File: src/tcic_map.vh
// register offsets, field positions, reset values and timing counts for the input conditioning
`ifndef TCIC_MAP_VH
`define TCIC_MAP_VH
`define TCIC_OFS_CH1 8'h24
`define TCIC_OFS_CH2 8'h28
`define TCIC_OFS_CH3 8'h2c
`define TCIC_CFG_RESET 32'h0000_0000
`define TCIC_CFG_WMASK 32'h000f_000f
`define TCIC_FLT_LSB 0
`define TCIC_FLT_MSB 3
`define TCIC_SEL_LSB 16
`define TCIC_SEL_MSB 17
`define TCIC_DIV_LSB 18
`define TCIC_DIV_MSB 19
`define TCIC_SEL_OUTPUT 2'h0
`define TCIC_SEL_OWN 2'h1
`define TCIC_SEL_PAIR 2'h2
`define TCIC_SEL_TRIG 2'h3
`define TCIC_CLK_NS 100
`endif

File: src/tcic_input_cond.v
// input conditioning for capture channels 1 to 3: select, filter, prescale, config registers
//
// Local design decision: the plain strobed port.
`include "tcic_map.vh"

// block overview
// - three capture channels, each with its own config word
// - source pick, then N-event filter, then rising-edge prescaler
// - register port answers reads one cycle after the strobe
// - channel enables come from timer logic on this clock, no syncing
// - pins and trigger edge are asynchronous, so two flops come first
// - outputs are all registered except the direction flags
// - channel 0 pin is only a source for channel 1
// - no interrupt logic here, events go to the capture registers
// - slower sample rates are enables, never derived clocks

module tcic_input_cond (
  // clock and reset
  input wire clk_i,
  input wire sys_rst_i,
  // register port
  input wire [7:0] reg_addr_i,
  input wire [31:0] reg_wdata_i,
  input wire reg_wr_i,
  input wire reg_rd_i,
  output reg [31:0] reg_rdata_o,
  // pins and timer-side inputs
  input wire [3:0] channel_input_i,
  input wire trigger_edge_signal_i,
  input wire counter_input_clock_en_i,
  input wire filter_base_clock_en_i,
  input wire [2:0] channel_enable_i,
  // conditioned outputs, index 0 is channel 1
  output reg [2:0] filtered_o,
  output reg [2:0] capture_event_o,
  output wire [2:0] channel_is_input_o
);

  // sample-rate selectors
  // system rate bypasses the divider entirely
  // counter input rate arrives as an enable from the timer
  // divided rates share one counter, see div_tick
  localparam [2:0] RATE_SYS = 3'h0;
  localparam [2:0] RATE_CLKIN = 3'h1;
  localparam [2:0] RATE_DIV2 = 3'h2;
  localparam [2:0] RATE_DIV4 = 3'h3;
  localparam [2:0] RATE_DIV8 = 3'h4;
  localparam [2:0] RATE_DIV16 = 3'h5;
  localparam [2:0] RATE_DIV32 = 3'h6;

  // filter code to sample rate
  function [2:0] flt_rate;
    input [3:0] code;
    begin
      case (code)
        4'h0: flt_rate = RATE_SYS;
        4'h1, 4'h2, 4'h3: flt_rate = RATE_CLKIN;
        4'h4, 4'h5: flt_rate = RATE_DIV2;
        4'h6, 4'h7: flt_rate = RATE_DIV4;
        4'h8, 4'h9: flt_rate = RATE_DIV8;
        4'ha, 4'hb, 4'hc: flt_rate = RATE_DIV16;
        default: flt_rate = RATE_DIV32;
      endcase
    end
  endfunction

  // filter code to confirming sample count N
  // count of 1 means the first differing sample switches
  // largest count is 8, so four bits hold every value
  function [3:0] flt_count;
    input [3:0] code;
    begin
      case (code)
        4'h0: flt_count = 4'h1;
        4'h1: flt_count = 4'h2;
        4'h2: flt_count = 4'h4;
        4'h3: flt_count = 4'h8;
        4'h4, 4'h6, 4'h8: flt_count = 4'h6;
        4'h5, 4'h7, 4'h9: flt_count = 4'h8;
        4'ha, 4'hd: flt_count = 4'h5;
        4'hb, 4'he: flt_count = 4'h6;
        default: flt_count = 4'h8;
      endcase
    end
  endfunction

  // register address decode, returns one-hot channel
  // any other address decodes to no channel at all
  function [2:0] reg_hit;
    input [7:0] addr;
    begin
      case (addr)
        `TCIC_OFS_CH1: reg_hit = 3'h1;
        `TCIC_OFS_CH2: reg_hit = 3'h2;
        `TCIC_OFS_CH3: reg_hit = 3'h4;
        default: reg_hit = 3'h0;
      endcase
    end
  endfunction

  // two-flop synchronisers for pins and the trigger edge
  // first stage is read only by the second stage
  // trigger edge is carried as a level, no pulse stretching
  // a trigger pulse shorter than one clock may be lost
  reg [4:0] sync_a;
  reg [4:0] sync_b;
  always @(posedge clk_i) begin
    if (sys_rst_i) begin
      sync_a <= 5'h00;
      sync_b <= 5'h00;
    end else begin
      sync_a <= {trigger_edge_signal_i, channel_input_i};
      sync_b <= sync_a;
    end
  end

  // base clock divider, tick enables for /2 .. /32
  // free-running count of base clock pulses
  // each tap fires once per 2, 4, 8, 16 or 32 pulses
  // one shared counter keeps the channels' sample phases aligned
  reg [4:0] div_cnt;
  always @(posedge clk_i) begin
    if (sys_rst_i) begin
      div_cnt <= 5'h00;
    end else if (filter_base_clock_en_i) begin
      div_cnt <= div_cnt + 5'h01;
    end
  end
  // ticks are qualified by the enable so none repeat while it is low
  wire [4:0] div_tick;
  assign div_tick = {5{filter_base_clock_en_i}} &
                    {div_cnt[4:0] == 5'h1f, div_cnt[3:0] == 4'hf, div_cnt[2:0] == 3'h7,
                     div_cnt[1:0] == 2'h3, div_cnt[0]};

  // configuration registers
  // one word per channel, reserved bits never stored
  // the array is local, each channel writes only its own word
  // hit is one-hot or zero, so at most one word is touched
  // reset clears every field: output selection, no filter
  reg [31:0] cfg [0:2];
  wire [2:0] hit;
  assign hit = reg_hit(reg_addr_i);

  genvar ch;
  generate
    for (ch = 0; ch < 3; ch = ch + 1) begin : g_ch
      wire [3:0] flt_code;
      wire [1:0] sel;
      wire [1:0] div_code;
      reg raw;
      reg smp_en;
      reg [3:0] run;
      reg [3:0] evt_cnt;
      reg prev_flt;
      wire rise;
      assign flt_code = cfg[ch][`TCIC_FLT_MSB:`TCIC_FLT_LSB];
      assign sel = cfg[ch][`TCIC_SEL_MSB:`TCIC_SEL_LSB];
      assign div_code = cfg[ch][`TCIC_DIV_MSB:`TCIC_DIV_LSB];
      assign channel_is_input_o[ch] = (sel != `TCIC_SEL_OUTPUT);

      // register write, reserved bits masked off
      // selection field is locked while the channel is enabled
      // filter and prescale fields stay writable at any time
      // a locked write still updates the other fields
      always @(posedge clk_i) begin
        if (sys_rst_i) begin
          cfg[ch] <= `TCIC_CFG_RESET;
        end else if (reg_wr_i && hit[ch]) begin
          cfg[ch][`TCIC_FLT_MSB:`TCIC_FLT_LSB] <= reg_wdata_i[`TCIC_FLT_MSB:`TCIC_FLT_LSB];
          cfg[ch][`TCIC_DIV_MSB:`TCIC_DIV_LSB] <= reg_wdata_i[`TCIC_DIV_MSB:`TCIC_DIV_LSB];
          if (!channel_enable_i[ch]) begin
            cfg[ch][`TCIC_SEL_MSB:`TCIC_SEL_LSB] <= reg_wdata_i[`TCIC_SEL_MSB:`TCIC_SEL_LSB];
          end
        end
      end

      // source selection per channel
      // channel 1 pairs with channel 0
      // channels 2 and 3 pair with each other
      // output selection drives raw low so the filter settles at zero
      // and no rising edge can reach the prescaler then
      always @* begin
        case (sel)
          `TCIC_SEL_OWN: raw = sync_b[ch + 1];
          `TCIC_SEL_PAIR: begin
            if (ch == 0) begin
              raw = sync_b[0];
            end else if (ch == 1) begin
              raw = sync_b[3];
            end else begin
              raw = sync_b[2];
            end
          end
          `TCIC_SEL_TRIG: raw = sync_b[4];
          default: raw = 1'b0;
        endcase
      end

      // sample enable from this channel's own filter code
      // another channel's code never changes this channel's rate
      always @* begin
        case (flt_rate(flt_code))
          RATE_SYS: smp_en = 1'b1;
          RATE_CLKIN: smp_en = counter_input_clock_en_i;
          RATE_DIV2: smp_en = div_tick[0];
          RATE_DIV4: smp_en = div_tick[1];
          RATE_DIV8: smp_en = div_tick[2];
          RATE_DIV16: smp_en = div_tick[3];
          default: smp_en = div_tick[4];
        endcase
      end

      // N-event filter: count samples differing from output
      // any cycle with input equal to output clears the run,
      // so a glitch between samples restarts the count
      // a changed code takes effect at the next sample
      // code 0000 switches after one differing cycle
      // run never exceeds 7, the switch happens at N
      always @(posedge clk_i) begin
        if (sys_rst_i) begin
          run <= 4'h0;
          filtered_o[ch] <= 1'b0;
        end else if (raw == filtered_o[ch]) begin
          run <= 4'h0;
        end else if (smp_en) begin
          if (run + 4'h1 >= flt_count(flt_code)) begin
            filtered_o[ch] <= raw;
            run <= 4'h0;
          end else begin
            run <= run + 4'h1;
          end
        end
      end

      // rising-edge capture event with prescaler
      // event pulse comes one cycle after the filtered rise
      // the count is held at zero while the channel is disabled,
      // so re-enabling always starts a fresh group of events
      // the last rise of each group of 1, 2, 4 or 8 fires
      // output channels never produce events
      assign rise = filtered_o[ch] && !prev_flt && channel_is_input_o[ch];
      always @(posedge clk_i) begin
        if (sys_rst_i) begin
          prev_flt <= 1'b0;
          evt_cnt <= 4'h0;
          capture_event_o[ch] <= 1'b0;
        end else begin
          prev_flt <= filtered_o[ch];
          capture_event_o[ch] <= 1'b0;
          if (!channel_enable_i[ch]) begin
            evt_cnt <= 4'h0;
          end else if (rise) begin
            if (evt_cnt + 4'h1 >= (4'h1 << div_code)) begin
              evt_cnt <= 4'h0;
              capture_event_o[ch] <= 1'b1;
            end else begin
              evt_cnt <= evt_cnt + 4'h1;
            end
          end
        end
      end
    end
  endgenerate

  // read data, one cycle after strobe, zero elsewhere
  // zero outside the read slot lets several slaves be or-ed
  always @(posedge clk_i) begin
    if (sys_rst_i) begin
      reg_rdata_o <= 32'h0000_0000;
    end else if (reg_rd_i) begin
      case (hit)
        3'h1: reg_rdata_o <= cfg[0] & `TCIC_CFG_WMASK;
        3'h2: reg_rdata_o <= cfg[1] & `TCIC_CFG_WMASK;
        3'h4: reg_rdata_o <= cfg[2] & `TCIC_CFG_WMASK;
        default: reg_rdata_o <= 32'h0000_0000;
      endcase
    end else begin
      reg_rdata_o <= 32'h0000_0000;
    end
  end

endmodule // tcic_input_cond

File: config.mk
export PLATFORM = sky130hd
export DESIGN_NAME = tcic_input_cond
export DESIGN_NICKNAME = d
export VERILOG_FILES = /design/src/tcic_input_cond.v
export VERILOG_INCLUDE_DIRS = /design/src /design/src/src
export SDC_FILE = /design/constraint.sdc
export NUM_CORES = 1
export LEC_CHECK = 0
export BUFFER_PORTS_ARGS = -buffer_cell sky130_fd_sc_hd__buf_2
export CORE_UTILIZATION = 56
export CTS_CLUSTER_DIAMETER = 100
export DETAILED_ROUTE_END_ITERATION = 8
export PLACE_DENSITY_LB_ADDON = 0.2
export SLEW_MARGIN = 30
export SYNTH_ARGS = -nofsm -noshare
export SYNTH_HDL_FRONTEND = slang
export SYNTH_SLANG_ARGS = --single-unit
File: constraint.sdc
create_clock -name clk_i -period 3 [get_ports clk_i]
set_clock_uncertainty 0.2 [all_clocks]
set_input_delay 0.3 -clock clk_i [delete_from_list [all_inputs] [get_ports clk_i]]
set_output_delay 0.3 -clock clk_i [all_outputs]
set_load 0.005 [all_outputs]
Word level (Yosys, flattened, before mapping)
Memories as Yosys holds them, arrays and structs flattened.
Index checks and enable logic that the tools add are counted.
Cells by class
  reductions and logical operators: 31
  $lt $le $gt $ge: 6
  multiplexer cells: 58
  add/subtract/negate cells: 7
  eq/ne operators: 37
  bitwise operators: 20
  shifts and indexed selects: 3
Operators by type and width (number)
  $mux W4: 18
  $pmux W20 S3: 1
  $mux W1: 26
  $add A4 B1 Y4 const B: 6
  $eq A3 B3 Y1 const B: 8
  $eq A8 B6 Y1 const B: 3
  $ge A4 B4 Y1: 6
  $eq A3 B2 Y1 const B: 7
  $pmux W1 S6: 3
  $eq A2 B2 Y1 const B: 7
  $reduce_or A2 Y1: 7
  $eq A3 B1 Y1 const B: 4
  $mux W2: 6
  $shl A1 B2 Y4 const A: 3
  $not A1 Y1: 10
  $logic_and A1 B1 Y1: 9
  $logic_not A3 Y1: 3
  $or A1 B1 Y1: 9
  $pmux W1 S3: 3
  $pmux W3 S3: 1
  $reduce_and A3 Y1: 3
  $reduce_or A3 Y1: 3
  $eq A2 B1 Y1 const B: 3
  $reduce_bool A2 Y1: 3
  other kinds (6): 10
Word-level totals
  memories: 7
  word-level logic and storage cells: 188
  bits in registers: 80
  input bits: 54
  output and inout port bits: 41
  memory bits (writable): 24
  bits in read-only memories: 336
Memories
  (no name shown): words 16, width 4, read ports 1, clocked after Yosys merged registers in 0, wr ports 0, line tcic_input_cond.v:73  | case (code)
  (no name shown): words 16, width 4, read ports 1, clocked after Yosys merged registers in 0, wr ports 0, line tcic_input_cond.v:73
  (no name shown): words 16, width 4, read ports 1, clocked after Yosys merged registers in 0, wr ports 0, line tcic_input_cond.v:73
  (no name shown): words 16, width 3, read ports 1, clocked after Yosys merged registers in 0, wr ports 0, line tcic_input_cond.v:55  | case (code)
  (no name shown): words 16, width 3, read ports 1, clocked after Yosys merged registers in 0, wr ports 0, line tcic_input_cond.v:55
  (no name shown): words 16, width 3, read ports 1, clocked after Yosys merged registers in 0, wr ports 0, line tcic_input_cond.v:55
  1 more memories

Longest topological paths before layout
An unclocked memory read counts as a cell.
  word-level depth: 9
  mapped depth: 11
  gate-level depth less buffers: 11

Worst setup path after synthesis
Ideal clock, no wire load.
  path kind: reg-to-reg
  start point: memory cfg[1][0] (netlist name)
  end point: register g_ch[1].run[0]
  data required time: 2.733 ns
  period minus slack after synthesis: 2.670 ns
  path slack: 0.330 ns
  library setup time: 0.067 ns
  buffers on the path: 0
  stages on the path, launching flop included: 11
  arrival: 2.403 ns
  cell sequence: edfxtp_1 > inv_1 > ha_1 > mux2_2 > a22o_1 > ha_1 > nand2b_1 > a21oi_1 > o21ai_0 > or3b_1 > a21oi_2
RTL lines
  start: declaration: line tcic_input_cond.v:140  | reg [31:0] cfg [0:2];
  end signal: assignment: line tcic_input_cond.v:230  | run <= run + 4'h1;
  end: declaration: line tcic_input_cond.v:152  | reg [3:0] run;

==> flow_metrics.env <==
export IMPL_path_clk_slew_ps=90
export IMPL_cp_common_cell="ha_1"
export IMPL_io_buffer_count=46
export IMPL_dp_cells=681
export IMPL_slew_headroom=0.489
export IMPL_multiInputGateArea_sq_um=2960
export IMPL_finalNetCount=692
export IMPL_antennaDiodeCount=0
export IMPL_grt_pass1_vias=3732
export IMPL_grt_ovfl_total=0
export IMPL_startpoint_type="flip-flop"
export IMPL_dieArea_sq_um=9360
export IMPL_power_density_nw_per_um2=421
export IMPL_cts_tree="yes"
export IMPL_vias=3919
export IMPL_synth_area_leaders="dfxtp_1 (22%), edfxtp_1 (14%), ha_1 (12%), mux2i_1 (3.8%), buf_4 (3.6%)"
export IMPL_dpl_hpwl_um=7570
export IMPL_antenna_found_initial=0
export IMPL_yosysWarnings=0
export IMPL_via_per_inst=5.57
export IMPL_crit_fanout=6
export IMPL_wl_per_cell_um=14.4
export IMPL_layout_common_cells="dfxtp_1 (56), ha_1 (48), buf_2 (46), nand2_1 (42), nor2_1 (36)"
export IMPL_worstPathCellList="inv_1, ha_1, mux2_2, a22o_1, ha_1, nand2b_1, a21oi_1, o21ai_1, or3b_1, a21oi_2"
export IMPL_worst_slack_ps=180
export IMPL_final_cell_count_no_fill=703
export IMPL_final_hold_violation_count=0
export IMPL_postSynthCellCount=535
export IMPL_final_layout_size_suffix_gt1_frac=0.158
export IMPL_drc=0
export IMPL_place_area_sq_um=5300
export IMPL_ioPinCount=95
export IMPL_status="completed"
export IMPL_die_x_um=96.7
export IMPL_cellLeakagePower_nw=2.43
export IMPL_clock_latency_ps=350
export IMPL_max_stage_delay_ps=440
export IMPL_gp_congestion=0.838
export IMPL_cp_slowest_cell="edfxtp_1"
export IMPL_grt_pass1_wl_um=16900
export IMPL_htreeDepth=3
export IMPL_die_h_um=96.7
export IMPL_design_area_sq_um=5580
export IMPL_setup_violations=0
export IMPL_place_ws_ps=106
export IMPL_rows=34
export IMPL_dr_pass1_iters=4
export IMPL_synthToLayoutAreaGrowth_pct=11.0
export IMPL_tightest_slew_ps=765
export IMPL_postSynth_asyncResetShare=0
export IMPL_endpoint_kind="flip-flop"
export IMPL_fin_util=0.640
export IMPL_min_path_type="input pin to flip-flop"
export IMPL_cap_viol_max_count=0
export IMPL_fin_hold_ws_ps=65.7
export IMPL_layout_commonest_cell="dfxtp_1"
export IMPL_coreArea_sq_um=8720
export IMPL_clock_root_buffer="clkbuf_8"
export IMPL_ant_nets=0
export IMPL_cts_sinks=80
export IMPL_yosysTopAreaCell="dfxtp_1"
export IMPL_slew_violations=0
export IMPL_synthFlopType="dfxtp_1"
export IMPL_mappedNetlistArea_sq_um=5030
export IMPL_ys_seq_elements=80
export IMPL_wl_um=10100
export IMPL_worstSetupPathType="flip-flop to flip-flop"
export IMPL_cts_buffers=9
export IMPL_synth_enable_flop_cells=24
export IMPL_cp_arrival_ps=2900
export IMPL_worst_ep_required_time_ps=3080
export IMPL_fin_crit_ps=2820
export IMPL_fill_cells=747
export IMPL_grt_usage=0.223
export IMPL_irDropWorstVdd_mv=0.283
export IMPL_synthDominantCellAreaShare=0.223
export IMPL_first_iter_violations=193
export IMPL_postSynthAreaPerCell_sq_um=9.39
export IMPL_seq_area_frac_synth=0.366
export IMPL_period_share=0.940
export IMPL_synthDistinctLibCells=66
export IMPL_fmax_ghz=0.355
export IMPL_grt_max_degree=22
export IMPL_initial_core_util=0.576
export IMPL_clockBufferDepth=2
export IMPL_area_sequential_sq_um=1840
[kinds of logic after synthesis]
| group | synth area share |
|---|---|
| compound gates | 0.143 |
| xor+xnor | 0.0296 |
| fa+ha+maj | 0.119 |
| buf+inv | 0.0622 |
| flops | 0.366 |
| mux | 0.0610 |
| other cells | 0.000746 |
| simple gates | 0.218 |
[cell type report]
class                      count  share of cell area
clock buffer                  13              0.0325
clock inverter                 3             0.00807
inverter                      19              0.0128
multi-input combinational    420               0.530
sequential                    80               0.330
tap                          108              0.0242
timing repair buffer          60              0.0623
[cells in the mapped netlist (all sizes together), types with 22 or more instances]
| cell type | number |
|---|---|
| dfxtp | 56 |
| ha | 48 |
| nand2 | 42 |
| nor2 | 38 |
| a21oi | 36 |
| buf | 30 |
| edfxtp | 24 |
| and2 | 22 |
| o21ai | 22 |
[metal layers]
metal	GRT usage	share of wire
met5	0	0
met4	0.0792	0.016
met3	0.0303	0.037
met2	0.378	0.48
met1	0.291	0.46
[state kept, by name (all words and copies together), names as in the netlist]
| register | cells |
|---|---|
| div_cnt | 5 |
| g_ch.run | 12 |
| capture_event_o | 3 |
| g_ch.prev_flt | 3 |
| sync_a | 5 |
| g_ch.evt_cnt | 12 |
| cfg | 24 |
| filtered_o | 3 |
| reg_rdata_o | 8 |
| sync_b | 5 |
[worst max-delay path, delay by kind of cell, from the launching register on]
kind | cells | cell delay [ps]
buf+inv | 1 | 120
simple gates | 2 | 530
compound gates | 4 | 710
fa+ha+maj | 2 | 510
flops | 1 | 440
mux | 1 | 270
[through the flow]
step           power [mW]  TNS (ps)
2_1_floorplan        1.41         0
3_3_place_gp         1.46         0
3_5_place_dp         1.47         0
4_1_cts              2.35         0
5_1_grt              2.43     -3.03
6_report             2.35         0
[path summary, 6_finish.rpt]
kind / slack [ps] / start / end / depth (start not counted)
worst min register to register: 250 / sync_a[2] / sync_b[2] / 1
worst max-delay path: 180 / cfg[1][0] / g_ch[1].run[0] / 10
worst max register to register: 180 / cfg[1][0] / g_ch[1].run[0] / 10
worst min-delay path: 70 / reg_wdata_i[1] / cfg[0][1] / 2
[power by group]
part | total [mW] | internal (mW) | switching (mW)
registers | 1.18 | 1.14 | 0.0360
clock network | 0.895 | 0.489 | 0.406
logic | 0.276 | 0.120 | 0.157
total | 2.35 | 1.75 | 0.598
[what timing repair did]
action	CTS	global route
buffers inserted	0	1
hold buffers	5	0
endpoints found under the hold margin	5	0
setup endpoints to repair	0	3
gates resized for setup	0	1
(Power assumes the default switching activity.)
